$ cat src/timing_pkg.sv
package timing_pkg;

   localparam int unsigned WORD_W = 32;
   localparam int unsigned CNT_W  = 6;

   // ********************************
   // opcode fields
   // ********************************
   localparam int unsigned OP_MSB     = 31;
   localparam int unsigned OP_LSB     = 26;
   localparam int unsigned PFX3_LSB   = 29;
   localparam int unsigned PFX2_LSB   = 30;
   localparam int unsigned PFX5_LSB   = 27;
   localparam logic [2:0]  LCS_PREFIX  = 3'h5;
   localparam logic [1:0]  CJMP_PREFIX = 2'h3;
   localparam logic [4:0]  JUMP_PREFIX = 5'h10;

   localparam logic [5:0] OP_LOAD_CONSTANT_LONG = 6'h01;
   localparam logic [5:0] OP_HALT_WAIT          = 6'h02;
   localparam logic [5:0] OP_WORD_LOAD          = 6'h08;
   localparam logic [5:0] OP_UBYTE_LOAD         = 6'h0a;
   localparam logic [5:0] OP_SBYTE_LOAD         = 6'h0b;
   localparam logic [5:0] OP_WORD_STORE         = 6'h0c;
   localparam logic [5:0] OP_BYTE_STORE         = 6'h0e;
   localparam logic [5:0] OP_MULTIPLY           = 6'h12;
   localparam logic [5:0] OP_UDIVIDE            = 6'h14;
   localparam logic [5:0] OP_SDIVIDE            = 6'h15;
   localparam logic [5:0] OP_UMODULO            = 6'h16;
   localparam logic [5:0] OP_SMODULO            = 6'h17;
   localparam logic [5:0] OP_SHIFT_LEFT         = 6'h1c;
   localparam logic [5:0] OP_SHIFT_RIGHT_U      = 6'h1e;
   localparam logic [5:0] OP_SHIFT_RIGHT_S      = 6'h1f;

   // short constant: value[20:16] in word[28:24], value[15:0] in word[15:0]
   localparam int unsigned SC_HI_MSB = 28;
   localparam int unsigned SC_HI_LSB = 24;
   localparam int unsigned SC_LO_MSB = 15;
   localparam int unsigned SC_EXT_W  = 11;

   // ********************************
   // cycle counts
   // ********************************
   localparam logic [CNT_W-1:0] CYC_ONE        = 6'h01;
   localparam logic [CNT_W-1:0] CYC_TWO        = 6'h02;
   localparam logic [CNT_W-1:0] CYC_JUMP       = 6'h04;
   localparam logic [CNT_W-1:0] CYC_BR_TAKEN   = 6'h05;
   localparam logic [CNT_W-1:0] CYC_BR_NOT     = 6'h02;
   localparam logic [CNT_W-1:0] CYC_LOAD_MIN   = 6'h03;
   localparam logic [CNT_W-1:0] CYC_STORE_MIN  = 6'h02;
   localparam logic [CNT_W-1:0] CYC_DIV        = 6'h24;
   localparam logic [CNT_W-1:0] CYC_MOD        = 6'h25;
   localparam logic [CNT_W-1:0] CYC_MUL_DEF    = 6'h02;

   localparam logic [WORD_W-1:0] ADDR_MASK  = 32'hffff_fffc;
   localparam logic [WORD_W-1:0] START_DEF  = 32'h0000_0000;

   typedef enum logic [3:0] {
      CLS_ALU, CLS_LCS, CLS_LC, CLS_SHIFT, CLS_JUMP, CLS_BRANCH,
      CLS_LOAD, CLS_STORE, CLS_MUL, CLS_DIV, CLS_MOD, CLS_HALT
   } cls_e;

   typedef enum logic [2:0] {
      ST_READY = 3'h1,
      ST_BUSY  = 3'h2,
      ST_HALT  = 3'h4
   } state_e;

   typedef struct packed {
      logic              valid;
      logic [WORD_W-1:0] word;
      logic              taken;
      logic [WORD_W-1:0] target;
   } issue_s;

   typedef struct packed {
      logic done;
      logic redirect;
      logic zero_result;
   } retire_s;

endpackage

$ cat src/cycle_counter.sv
`timescale 1ns/1ns
`default_nettype none
module cycle_counter import timing_pkg::*; #(
   parameter int unsigned W = CNT_W
) (
   input  wire logic         clock,
   input  wire logic         nrst,
   input  wire logic         load,
   input  wire logic [W-1:0] load_value,
   input  wire logic         dec,
   output var  logic [W-1:0] count
);

   typedef struct packed {
      logic [W-1:0] count;
   } ctr_s;

   ctr_s cur;
   ctr_s next_cur;

   always_comb begin
      next_cur = cur;
      if (load) begin
         next_cur.count = load_value;
      end else if (dec) begin
         next_cur.count = cur.count - W'(1);
      end
   end

   always_ff @(posedge clock) begin
      if (!nrst) begin
         cur <= '0;
      end else begin
         cur <= next_cur;
      end
   end

   assign count = cur.count;

endmodule
`default_nettype wire

$ cat src/instruction_timing.sv
`timescale 1ns/1ns
`default_nettype none
// Notes on behaviour
// - counts hold only without fetch stalls; a stall freezes the countdown.
// - conditional jump takes 5 cycles when taken, 2 when not.
// - loads take at least 3 cycles, stores 2, plus data-bus acknowledge wait.
// - multiply takes 2, 6 or 34 cycles, fixed by configuration.
// - short constant load is one word, one cycle, sign-extends 21 bits.
// - start address is 32 bits; its two low bits are dropped.
// - divide takes 36 cycles, modulo 37.
// - register jump, call, return and interrupt return take 4 cycles.
// - long constant and shifts take 2 cycles; simple operations take 1.
// - without a divider, divide and modulo write zero.
// - halt waits for an interrupt with no fixed count.
module instruction_timing import timing_pkg::*; #(
   parameter logic [WORD_W-1:0] START_ADDR  = START_DEF,
   parameter logic [CNT_W-1:0]  MUL_CYCLES  = CYC_MUL_DEF,
   parameter bit                HAS_DIVIDER = 1'b1
) (
   input  wire logic              clock,
   input  wire logic              nrst,
   input  wire issue_s            issue,
   input  wire logic              fetch_stall,
   input  wire logic              dbus_ack,
   input  wire logic              irq_pin,
   output var  logic              ready,
   output var  retire_s           retire,
   output var  logic [WORD_W-1:0] imm_value,
   output var  logic [WORD_W-1:0] fetch_base,
   output var  logic              halted
);

   // ********************************
   // decode
   // ********************************
   function automatic cls_e class_of(input logic [WORD_W-1:0] w);
      cls_e c;
      c = CLS_ALU;
      if (w[OP_MSB:PFX3_LSB] == LCS_PREFIX) begin
         c = CLS_LCS;
      end else if (w[OP_MSB:PFX2_LSB] == CJMP_PREFIX) begin
         c = CLS_BRANCH;
      end else if (w[OP_MSB:PFX5_LSB] == JUMP_PREFIX) begin
         c = CLS_JUMP;
      end else begin
         case (w[OP_MSB:OP_LSB])
            OP_LOAD_CONSTANT_LONG: c = CLS_LC;
            OP_HALT_WAIT:          c = CLS_HALT;
            OP_WORD_LOAD, OP_UBYTE_LOAD, OP_SBYTE_LOAD: c = CLS_LOAD;
            OP_WORD_STORE, OP_BYTE_STORE:               c = CLS_STORE;
            OP_MULTIPLY:           c = CLS_MUL;
            OP_UDIVIDE, OP_SDIVIDE: c = CLS_DIV;
            OP_UMODULO, OP_SMODULO: c = CLS_MOD;
            OP_SHIFT_LEFT, OP_SHIFT_RIGHT_U, OP_SHIFT_RIGHT_S: c = CLS_SHIFT;
            default:               c = CLS_ALU;
         endcase
      end
      return c;
   endfunction

   function automatic logic [CNT_W-1:0] cycles_of(input cls_e c, input logic taken);
      logic [CNT_W-1:0] n;
      n = CYC_ONE;
      unique case (c)
         CLS_LC, CLS_SHIFT: n = CYC_TWO;
         CLS_JUMP:          n = CYC_JUMP;
         CLS_BRANCH:        n = taken ? CYC_BR_TAKEN : CYC_BR_NOT;
         CLS_LOAD:          n = CYC_LOAD_MIN;
         CLS_STORE:         n = CYC_STORE_MIN;
         CLS_MUL:           n = MUL_CYCLES;
         CLS_DIV:           n = CYC_DIV;
         CLS_MOD:           n = CYC_MOD;
         CLS_ALU, CLS_LCS, CLS_HALT: n = CYC_ONE;
      endcase
      return n;
   endfunction

   function automatic logic [WORD_W-1:0] short_const(input logic [WORD_W-1:0] w);
      return {{SC_EXT_W{w[SC_HI_MSB]}}, w[SC_HI_MSB:SC_HI_LSB], w[SC_LO_MSB:0]};
   endfunction

   // ********************************
   // state
   // ********************************
   typedef struct packed {
      state_e            st;
      cls_e              cls;
      logic              taken;
      logic [WORD_W-1:0] target;
      logic              ack_seen;
      logic [2:0]        irq_sync;
      logic              irq_level;
      logic              ready;
      retire_s           ret;
      logic [WORD_W-1:0] imm;
      logic [WORD_W-1:0] fetch;
      logic              halted;
   } core_s;

   // the start address is a constant, so the reset value stays a constant
   localparam core_s RESET_STATE = '{st: ST_READY, cls: CLS_ALU, taken: 1'b0, target: '0,
                                     ack_seen: 1'b0, irq_sync: '0, irq_level: 1'b0,
                                     ready: 1'b1, ret: '0, imm: '0,
                                     fetch: START_ADDR & ADDR_MASK, halted: 1'b0};

   core_s            cur;
   core_s            next_cur;
   logic             ctr_load;
   logic [CNT_W-1:0] ctr_value;
   logic             ctr_dec;
   logic [CNT_W-1:0] count;

   cycle_counter #(.W(CNT_W)) u_counter (
      .clock      (clock),
      .nrst       (nrst),
      .load       (ctr_load),
      .load_value (ctr_value),
      .dec        (ctr_dec),
      .count      (count)
   );

   always_comb begin
      cls_e             c;
      logic [CNT_W-1:0] n;
      logic             fin;
      logic             mem;
      c         = class_of(issue.word);
      n         = cycles_of(c, issue.taken);
      fin       = 1'b0;
      mem       = (cur.cls == CLS_LOAD) || (cur.cls == CLS_STORE);
      next_cur  = cur;
      ctr_load  = 1'b0;
      ctr_value = '0;
      ctr_dec   = 1'b0;
      next_cur.ret      = '0;
      next_cur.irq_sync = {cur.irq_sync[1:0], irq_pin};
      // interrupt line counts once the second and third stages agree
      if (cur.irq_sync[2] == cur.irq_sync[1]) begin
         next_cur.irq_level = cur.irq_sync[2];
      end
      unique case (cur.st)
         ST_READY: begin
            if (issue.valid) begin
               next_cur.cls      = c;
               next_cur.taken    = issue.taken;
               next_cur.target   = issue.target;
               next_cur.ack_seen = 1'b0;
               if (c == CLS_LCS) begin
                  next_cur.imm = short_const(issue.word);
               end
               if (c == CLS_HALT) begin
                  next_cur.st     = ST_HALT;
                  next_cur.ready  = 1'b0;
                  next_cur.halted = 1'b1;
               end else if (n == CYC_ONE) begin
                  fin = 1'b1;
               end else begin
                  next_cur.st    = ST_BUSY;
                  next_cur.ready = 1'b0;
                  ctr_load       = 1'b1;
                  ctr_value      = n - CYC_ONE;
               end
            end
         end
         ST_BUSY: begin
            if (dbus_ack) begin
               next_cur.ack_seen = 1'b1;
            end
            // a fetch stall freezes the count, so the instruction runs longer
            if (!fetch_stall) begin
               if (count == CYC_ONE) begin
                  // memory access also waits for the data-bus acknowledge
                  if (!mem || cur.ack_seen || dbus_ack) begin
                     fin = 1'b1;
                  end
               end else begin
                  ctr_dec = 1'b1;
               end
            end
         end
         ST_HALT: begin
            if (cur.irq_level) begin
               fin = 1'b1;
            end
         end
      endcase
      if (fin) begin
         next_cur.st       = ST_READY;
         next_cur.ready    = 1'b1;
         next_cur.halted   = 1'b0;
         next_cur.ret.done = 1'b1;
         next_cur.ret.redirect = (next_cur.cls == CLS_JUMP) ||
                                 ((next_cur.cls == CLS_BRANCH) && next_cur.taken);
         if (next_cur.ret.redirect) begin
            next_cur.fetch = next_cur.target & ADDR_MASK;
         end
         next_cur.ret.zero_result = !HAS_DIVIDER &&
                                    ((next_cur.cls == CLS_DIV) || (next_cur.cls == CLS_MOD));
      end
   end

   always_ff @(posedge clock) begin
      if (!nrst) begin
         cur <= RESET_STATE;
      end else begin
         cur <= next_cur;
      end
   end

   assign ready      = cur.ready;
   assign retire     = cur.ret;
   assign imm_value  = cur.imm;
   assign fetch_base = cur.fetch;
   assign halted     = cur.halted;

   // ********************************
   // checks
   // ********************************
   logic        take;
   cls_e        h_cls;
   logic        h_taken;
   logic        h_clean;
   logic [15:0] h_elapsed;

   assign take = issue.valid && (cur.st == ST_READY);

   always_ff @(posedge clock) begin
      if (!nrst) begin
         h_cls     <= CLS_ALU;
         h_taken   <= 1'b0;
         h_clean   <= 1'b1;
         h_elapsed <= '0;
      end else if (take) begin
         h_cls     <= class_of(issue.word);
         h_taken   <= issue.taken;
         h_clean   <= 1'b1;
         h_elapsed <= 16'h0001;
      end else if (cur.st != ST_READY) begin
         h_elapsed <= h_elapsed + 16'h0001;
         if (fetch_stall) begin
            h_clean <= 1'b0;
         end
      end
   end
endmodule
`default_nettype wire

$ cat config.mk
export PLATFORM = sky130hd
export DESIGN_NAME = instruction_timing
export DESIGN_NICKNAME = d
export VERILOG_FILES = /design/src/timing_pkg.sv /design/src/cycle_counter.sv /design/src/instruction_timing.sv
export SDC_FILE = /design/constraint.sdc
export NUM_CORES = 1
export LEC_CHECK = 0
export ABC_AREA = 1
export BUFFER_PORTS_ARGS = -buffer_cell sky130_fd_sc_hd__buf_2
export CAP_MARGIN = 0
export CORE_MARGIN = 4
export CORE_UTILIZATION = 47
export DETAILED_ROUTE_END_ITERATION = 8
export PLACE_DENSITY = 0.85
export SLEW_MARGIN = 0
export SYNTH_ARGS = -nofsm -noshare
export SYNTH_HDL_FRONTEND = slang
export SYNTH_SLANG_ARGS = --single-unit
$ cat constraint.sdc
create_clock -name clock -period 1.9 [get_ports clock]
set_input_delay 0 -clock clock [delete_from_list [all_inputs] [get_ports clock]]
set_output_delay 0 -clock clock [all_outputs]
set_load 0.01 [all_outputs]
* Word level (Yosys, flattened, before mapping) *
Memories as Yosys holds them, arrays and structs flattened.
Cells that the tools add are included.
Widths: inputs -> output; s select.

word-level totals
  ROM bits = 128
  register bits = 107
  output and inout bits = 69
  memories = 1
  word-level logic and storage cells = 102
  input port bits = 71

memories
  memory            words  width  rd ports  clocked after Yosys merged registers in  write ports  line                      source
  (name not given)  32     4      1         0                                        0            instruction_timing.sv:46  case (w[OP_MSB:OP_LSB])

cells by class
  reduce and logical (&&, ||, !) cells = 19
  bitwise gates (word level) = 1
  $add $sub $neg = 2
  mux-type cells = 36
  equality and inequality tests = 27

operators by type and width
  kind                 count
  $pmux 6 s7           1
  $mux 38              1
  $mux 37              1
  $mux 6               6
  $eq 4x3->1 const B   8
  $mux 1               17
  $eq 4x4->1 const B   4
  $mux 4               4
  $eq 6x1->1 const B   2
  $mux 3               4
  $reduce_and 3->1     4
  $sub 6x1->6 const B  2
  $eq 4x2->1 const B   2
  $eq 3x3->1 const B   2
  $ne 2x2->1 const B   3
  $reduce_and 2->1     3
  $eq 5x5->1 const B   1
  $eq 4x1->1 const B   1
  $logic_not 4->1      1
  $logic_or 1x1->1     4
  $reduce_bool 2->1    2
  $reduce_or 4->1      1
  $eq 3x1->1 const B   1
  $eq 3x2->1 const B   1
  9 further kinds      9

* Depth between registers and ports, before layout *
An unclocked memory read counts as a cell.

  depth in word-level cells = 14
  gate-level depth with buffers = 21
  depth with buffers taken out = 20

* By module *
From an unflattened synthesis, not the netlist that was laid out.

second synthesis, totals
  cells, all modules = 737
  area total of the unflattened synthesis = 5,208.7 µm²

by module, submodules not included
  module              sequential area each (µm²)  cells an instance  area an instance (µm²)  times used
  instruction_timing  1,941.9                     684                4,863.4                 1
  cycle_counter       120.1                       53                 345.3                   1

* Least setup slack after synthesis *
OpenSTA, ideal clock, no wires.

  path kind = input to register
  start point = input issue[59] in the netlist's numbering
  end point = register cur[111] in the netlist's numbering
  path buffers = 0
  required time = 1.777 ns
  setup time = 0.123 ns
  path slack = -0.114 ns
  arrival time = 1.891 ns
  cell stages on the path = 16
  path through = inv_1 -> ha_1 -> inv_1 -> nand2_1 -> nand3_1 -> nand3_2 -> nand4_1 -> nand2_1 -> nor3_1 -> inv_1 -> ha_1 -> inv_1 -> nor2_4 -> nand3_4 -> nand3_1 -> or2_2

between the ends
  cells in the longest elaborated chain, start to end = 14
  elaborated cells between the ends (all ways) = 29
  classes of those cells = eq/ne: 13; mux: 10; reduce/logical: 5; memory: 1

RTL lines
  element                                                       line                       source
  from (decl)                                                   instruction_timing.sv:22   input wire issue_s issue,
  $mem_v2 32x4 (*)                                              --
  $mux 4 (*)                                                    instruction_timing.sv:46
  $mux 4 (*)                                                    instruction_timing.sv:43   end else if (w[OP_MSB:PFX5_LSB] == JUMP_PREFIX) begin
  $mux 4 (*)                                                    instruction_timing.sv:41   end else if (w[OP_MSB:PFX2_LSB] == CJMP_PREFIX) begin
  $mux 4 (*)                                                    instruction_timing.sv:39   if (w[OP_MSB:PFX3_LSB] == LCS_PREFIX) begin
  $eq 4x4->1, or another cell as far along                      instruction_timing.sv:64   unique case (c)
  $reduce_or 4->1 (no line) or $reduce_or 3->1 (tied branches)  --
  $pmux 6 s7                                                    instruction_timing.sv:64
  $eq 6x1->1                                                    instruction_timing.sv:155  end else if (n == CYC_ONE) begin
  $mux 1                                                        instruction_timing.sv:155
  $mux 1                                                        instruction_timing.sv:151  if (c == CLS_HALT) begin
  $mux 1                                                        instruction_timing.sv:143  if (issue.valid) begin
  $pmux 1 s3                                                    instruction_timing.sv:141  unique case (cur.st)
  $reduce_or 2->1 (no line)                                     --
  to (signal assigned)                                          instruction_timing.sv:206  cur <= next_cur;
  to (decl)                                                     instruction_timing.sv:106  core_s cur;

Mark *: on every way between the ends. The rest lies on a longest branch, timed or not. The select of a mux whose other input is x is not followed.
A chain may end at the register's enable or synchronous reset.

* Worst setup path after layout *
  start point = input issue[60] in the netlist's numbering
  end point = register cur, in the netlist fetch_base[12]

between the ends
  cells in the longest elaborated chain, start to end = 14
  elaborated cells between the ends (all ways) = 33
  classes of those cells = eq/ne: 15; mux: 11; reduce/logical: 6; memory: 1

RTL lines
  element                                                       line
  $mem_v2 32x4                                                  --
  $mux 4                                                        instruction_timing.sv:46
  $mux 4 (*)                                                    instruction_timing.sv:43
  $mux 4 (*)                                                    instruction_timing.sv:41
  $mux 4 (*)                                                    instruction_timing.sv:39
  $eq 4x4->1, or another cell as far along                      instruction_timing.sv:64
  $reduce_or 4->1 (no line) or $reduce_or 3->1 (tied branches)  --
  $pmux 6 s7                                                    instruction_timing.sv:64
  $eq 6x1->1                                                    instruction_timing.sv:155
  $mux 1                                                        instruction_timing.sv:155
  $mux 1                                                        instruction_timing.sv:151
  $mux 1                                                        instruction_timing.sv:143
  $pmux 1 s3                                                    instruction_timing.sv:141
  $reduce_and 2->1 (no line) (*)                                --

Marked as above.

==> results.sh <==
export IMPL_status="complete, but fails checks"
export IMPL_violations="negative setup slack"
export IMPL_fin_tns_setup_ns=-0.320
export IMPL_drtIter0Drc=417
export IMPL_grt_max_degree=42
export IMPL_critPathKind="in -> reg"
export IMPL_fin_crit_ns=2.03
export IMPL_place_gp_congestion=0.877
export IMPL_syn_avg_cell_area_sq_um=7.80
export IMPL_clock_latency_ns=0.37
export IMPL_grt_pass1_vias=4443
export IMPL_worstMarginPinSlew_ns=0.509
export IMPL_clock_skew_ns=0.0167
export IMPL_yosysSeqAreaShare=0.418
export IMPL_finalHoldViolCount=0
export IMPL_slew_headroom=0.661
export IMPL_synth_seq_cells=103
export IMPL_die_area_sq_um=12200
export IMPL_start_util=0.481
export IMPL_worst_slack_ns=-0.132
export IMPL_grt_overflow=0
export IMPL_via_count=4853
export IMPL_peakVddDrop_mv=0.598
export IMPL_die_w_microns=111
export IMPL_ys_warn_count=0
export IMPL_cts_tree="built"
export IMPL_grt_usage=0.199
export IMPL_cp_max_fo=7
export IMPL_cap_violations=0
export IMPL_synth_top_area_cell="dfxtp_1"
export IMPL_avgRoutedWirePerCell_microns=15.8
export IMPL_slew_viol_final=0
export IMPL_htreeDepth=3
export IMPL_rows=37
export IMPL_design_core_area_sq_um=10300
export IMPL_dieHeight_microns=111
export IMPL_netlist_area_sq_um=4940
export IMPL_syn_inst=633
export IMPL_cts_root_buf="clkbuf_8"
export IMPL_post_route_period_util=1.07
export IMPL_yosys_area_top_type_share=0.418
export IMPL_async_reset_ff_frac=0
export IMPL_cts_num_sinks=103
export IMPL_wl_microns=14700
export IMPL_p_per_area_nw_per_um2=800
export IMPL_diodes=0
export IMPL_final_cell_mix="buf_2 (126), nor2_1 (116), dfxtp_1 (102)"
export IMPL_antenna_found_initial=0
export IMPL_syn_to_final_growth_pct=38.1
export IMPL_start_kind="input pin"
export IMPL_synth_area_top_cells="dfxtp_1 (42%), buf_4 (10%), nor2_1 (9.0%)"
export IMPL_viasPerCell=5.19
export IMPL_endpoint_kind="flop"
export IMPL_layout_drive_gt1_share=0.359
export IMPL_dr_pass1_iters=4
export IMPL_ant_nets=0
export IMPL_numCtsBuffers=9
export IMPL_drc=0
export IMPL_layout_nets=872
export IMPL_critPathRequiredTime_ns=2.15
export IMPL_worstHoldPathType="in -> reg"
export IMPL_final_common_cell="buf_2"
export IMPL_grt_pass1_wl_microns=20600
export IMPL_rsz0062_at_grt="true"
export IMPL_pre_cts_ws_ns=-0.323
export IMPL_dp_hpwl_microns=7660
export IMPL_netlist_cell_type_count=38
export IMPL_port_buffers=126
export IMPL_p_leak_nw=3.32
export IMPL_fmaxAchievable_mhz=492
export IMPL_ys_flop_type="dfxtp_1"
export IMPL_synth_edf_count=0
export IMPL_clock_path_buffers=2
export IMPL_setup_viol=9
export IMPL_io_pins=140
export IMPL_arrival_ns=2.28
export IMPL_cts_clk_slew_worst_paths_ns=0.11
## synthesized netlist by cell type, types with 2 or more instances
library cell  count
or2_2             2
clkbuf_1          9
nor2_2            2
inv_1            32
buf_1             3
nand2_1          72
ha_1              7
inv_2             5
dfxtp_1         103
nand3_2           4
nand4_1           5
nand3_1          49
nor2_1          118
xor2_1            3
o21ai_0          33
nor3_1            7
buf_6             7
a21oi_1          42
a31oi_1           3
mux2i_1          30
buf_2            11
nand2_2           3
buf_4            68
## cell families after synthesis
group | Yosys count | synth area share
and+or+nand+nor | 268 | 0.238
buffers and inverters | 135 | 0.168
DFF | 103 | 0.418
AOI/OAI and AO/OA | 85 | 0.0907
muxes | 30 | 0.0608
adders and majority gates | 7 | 0.0177
xor gates and xnor gates | 4 | 0.00710
other | 1 | 0.000759
## sequential cells by signal (all words and copies together) (netlist names)
register,count
retire,2
fetch_base,30
u_counter.count,6
halted,1
imm_value,21
cur,43
## timing repair
| action | 4_1_cts | 5_1_grt |
|---|---|---|
| pin swaps | 0 | 39 |
| resized for setup | 2 | 79 |
| setup buffers | 0 | 11 |
| setup endpoints to repair | 30 | 41 |
| cloned | 0 | 15 |
| hold buffers | 52 | 0 |
| hold endpoints to repair | 54 | 0 |
## report_power, final
group,total [W],switching (W),internal [W]
registers,0.00242,0.0000907,0.00233
logic,0.00176,0.000928,0.000837
clock network,0.00127,0.000757,0.000512
## metrics by stage
stage / hold slack (ns) / power (W) / instances / utilization / cell area (sq um)
floorplan: 0.0976 / 0.00336 / 635 / - / 4960
finish: 0.000393 / 0.00546 / 935 / 0.664 / 6820
global route: 0.0163 / 0.00572 / 935 / 0.664 / 6820
detailed placement: 0.205 / 0.00366 / 841 / 0.529 / 5440
global placement: 0.201 / 0.00362 / 841 / 0.529 / 5440
CTS: 0.0197 / 0.00498 / 909 / 0.597 / 6130
## final timing paths
| kind | start | to | slack, ns | cells past startpoint |
|---|---|---|---|---|
| max reg2reg | cur[111] | fetch_base[12] | -0.13 | 12 |
| max | issue[60] | fetch_base[12] | -0.13 | 22 |
| min reg2reg | cur[70] | cur[71] | 0.43 | 2 |
| min | issue[59] | imm_value[18] | 0.0004 | 4 |
## area by class of cell
cell class	count	area, sq um
flip-flops and latches	103	2060
repair buffers	244	1910
clock buffers	11	141
inverters	37	161
clock inverters	5	33.8
repair inverters	1	11.3
multi-input cells	398	2330
well taps	136	170
fillers	800	3460
## metal layers
layer / up-vias / global-route usage / wire (microns)
met5: - / 0 / 0
li1: 2312 / - / -
met2: 219 / 0.348 / 7340
met1: 2273 / 0.238 / 5980
met3: 49 / 0.0521 / 929
met4: 0 / 0.0640 / 488
## worst max-delay path: stages
cell,delay (ns)
buf_2,0.11
inv_1,0.06
ha_2,0.17
inv_2,0.06
nand3_1,0.07
nand2_1,0.09
nand3_1,0.07
nand2_1,0.08
inv_2,0.05
nand4_1,0.11
nand2_1,0.08
nor3_2,0.18
inv_1,0.06
ha_2,0.18
inv_2,0.06
nor2_4,0.04
nand3_4,0.13
nand2_8,0.12
buf_12,0.17
nand3_2,0.07
nand2_1,0.05
nor2_1,0.27
(Power assumes the default switching activity.)
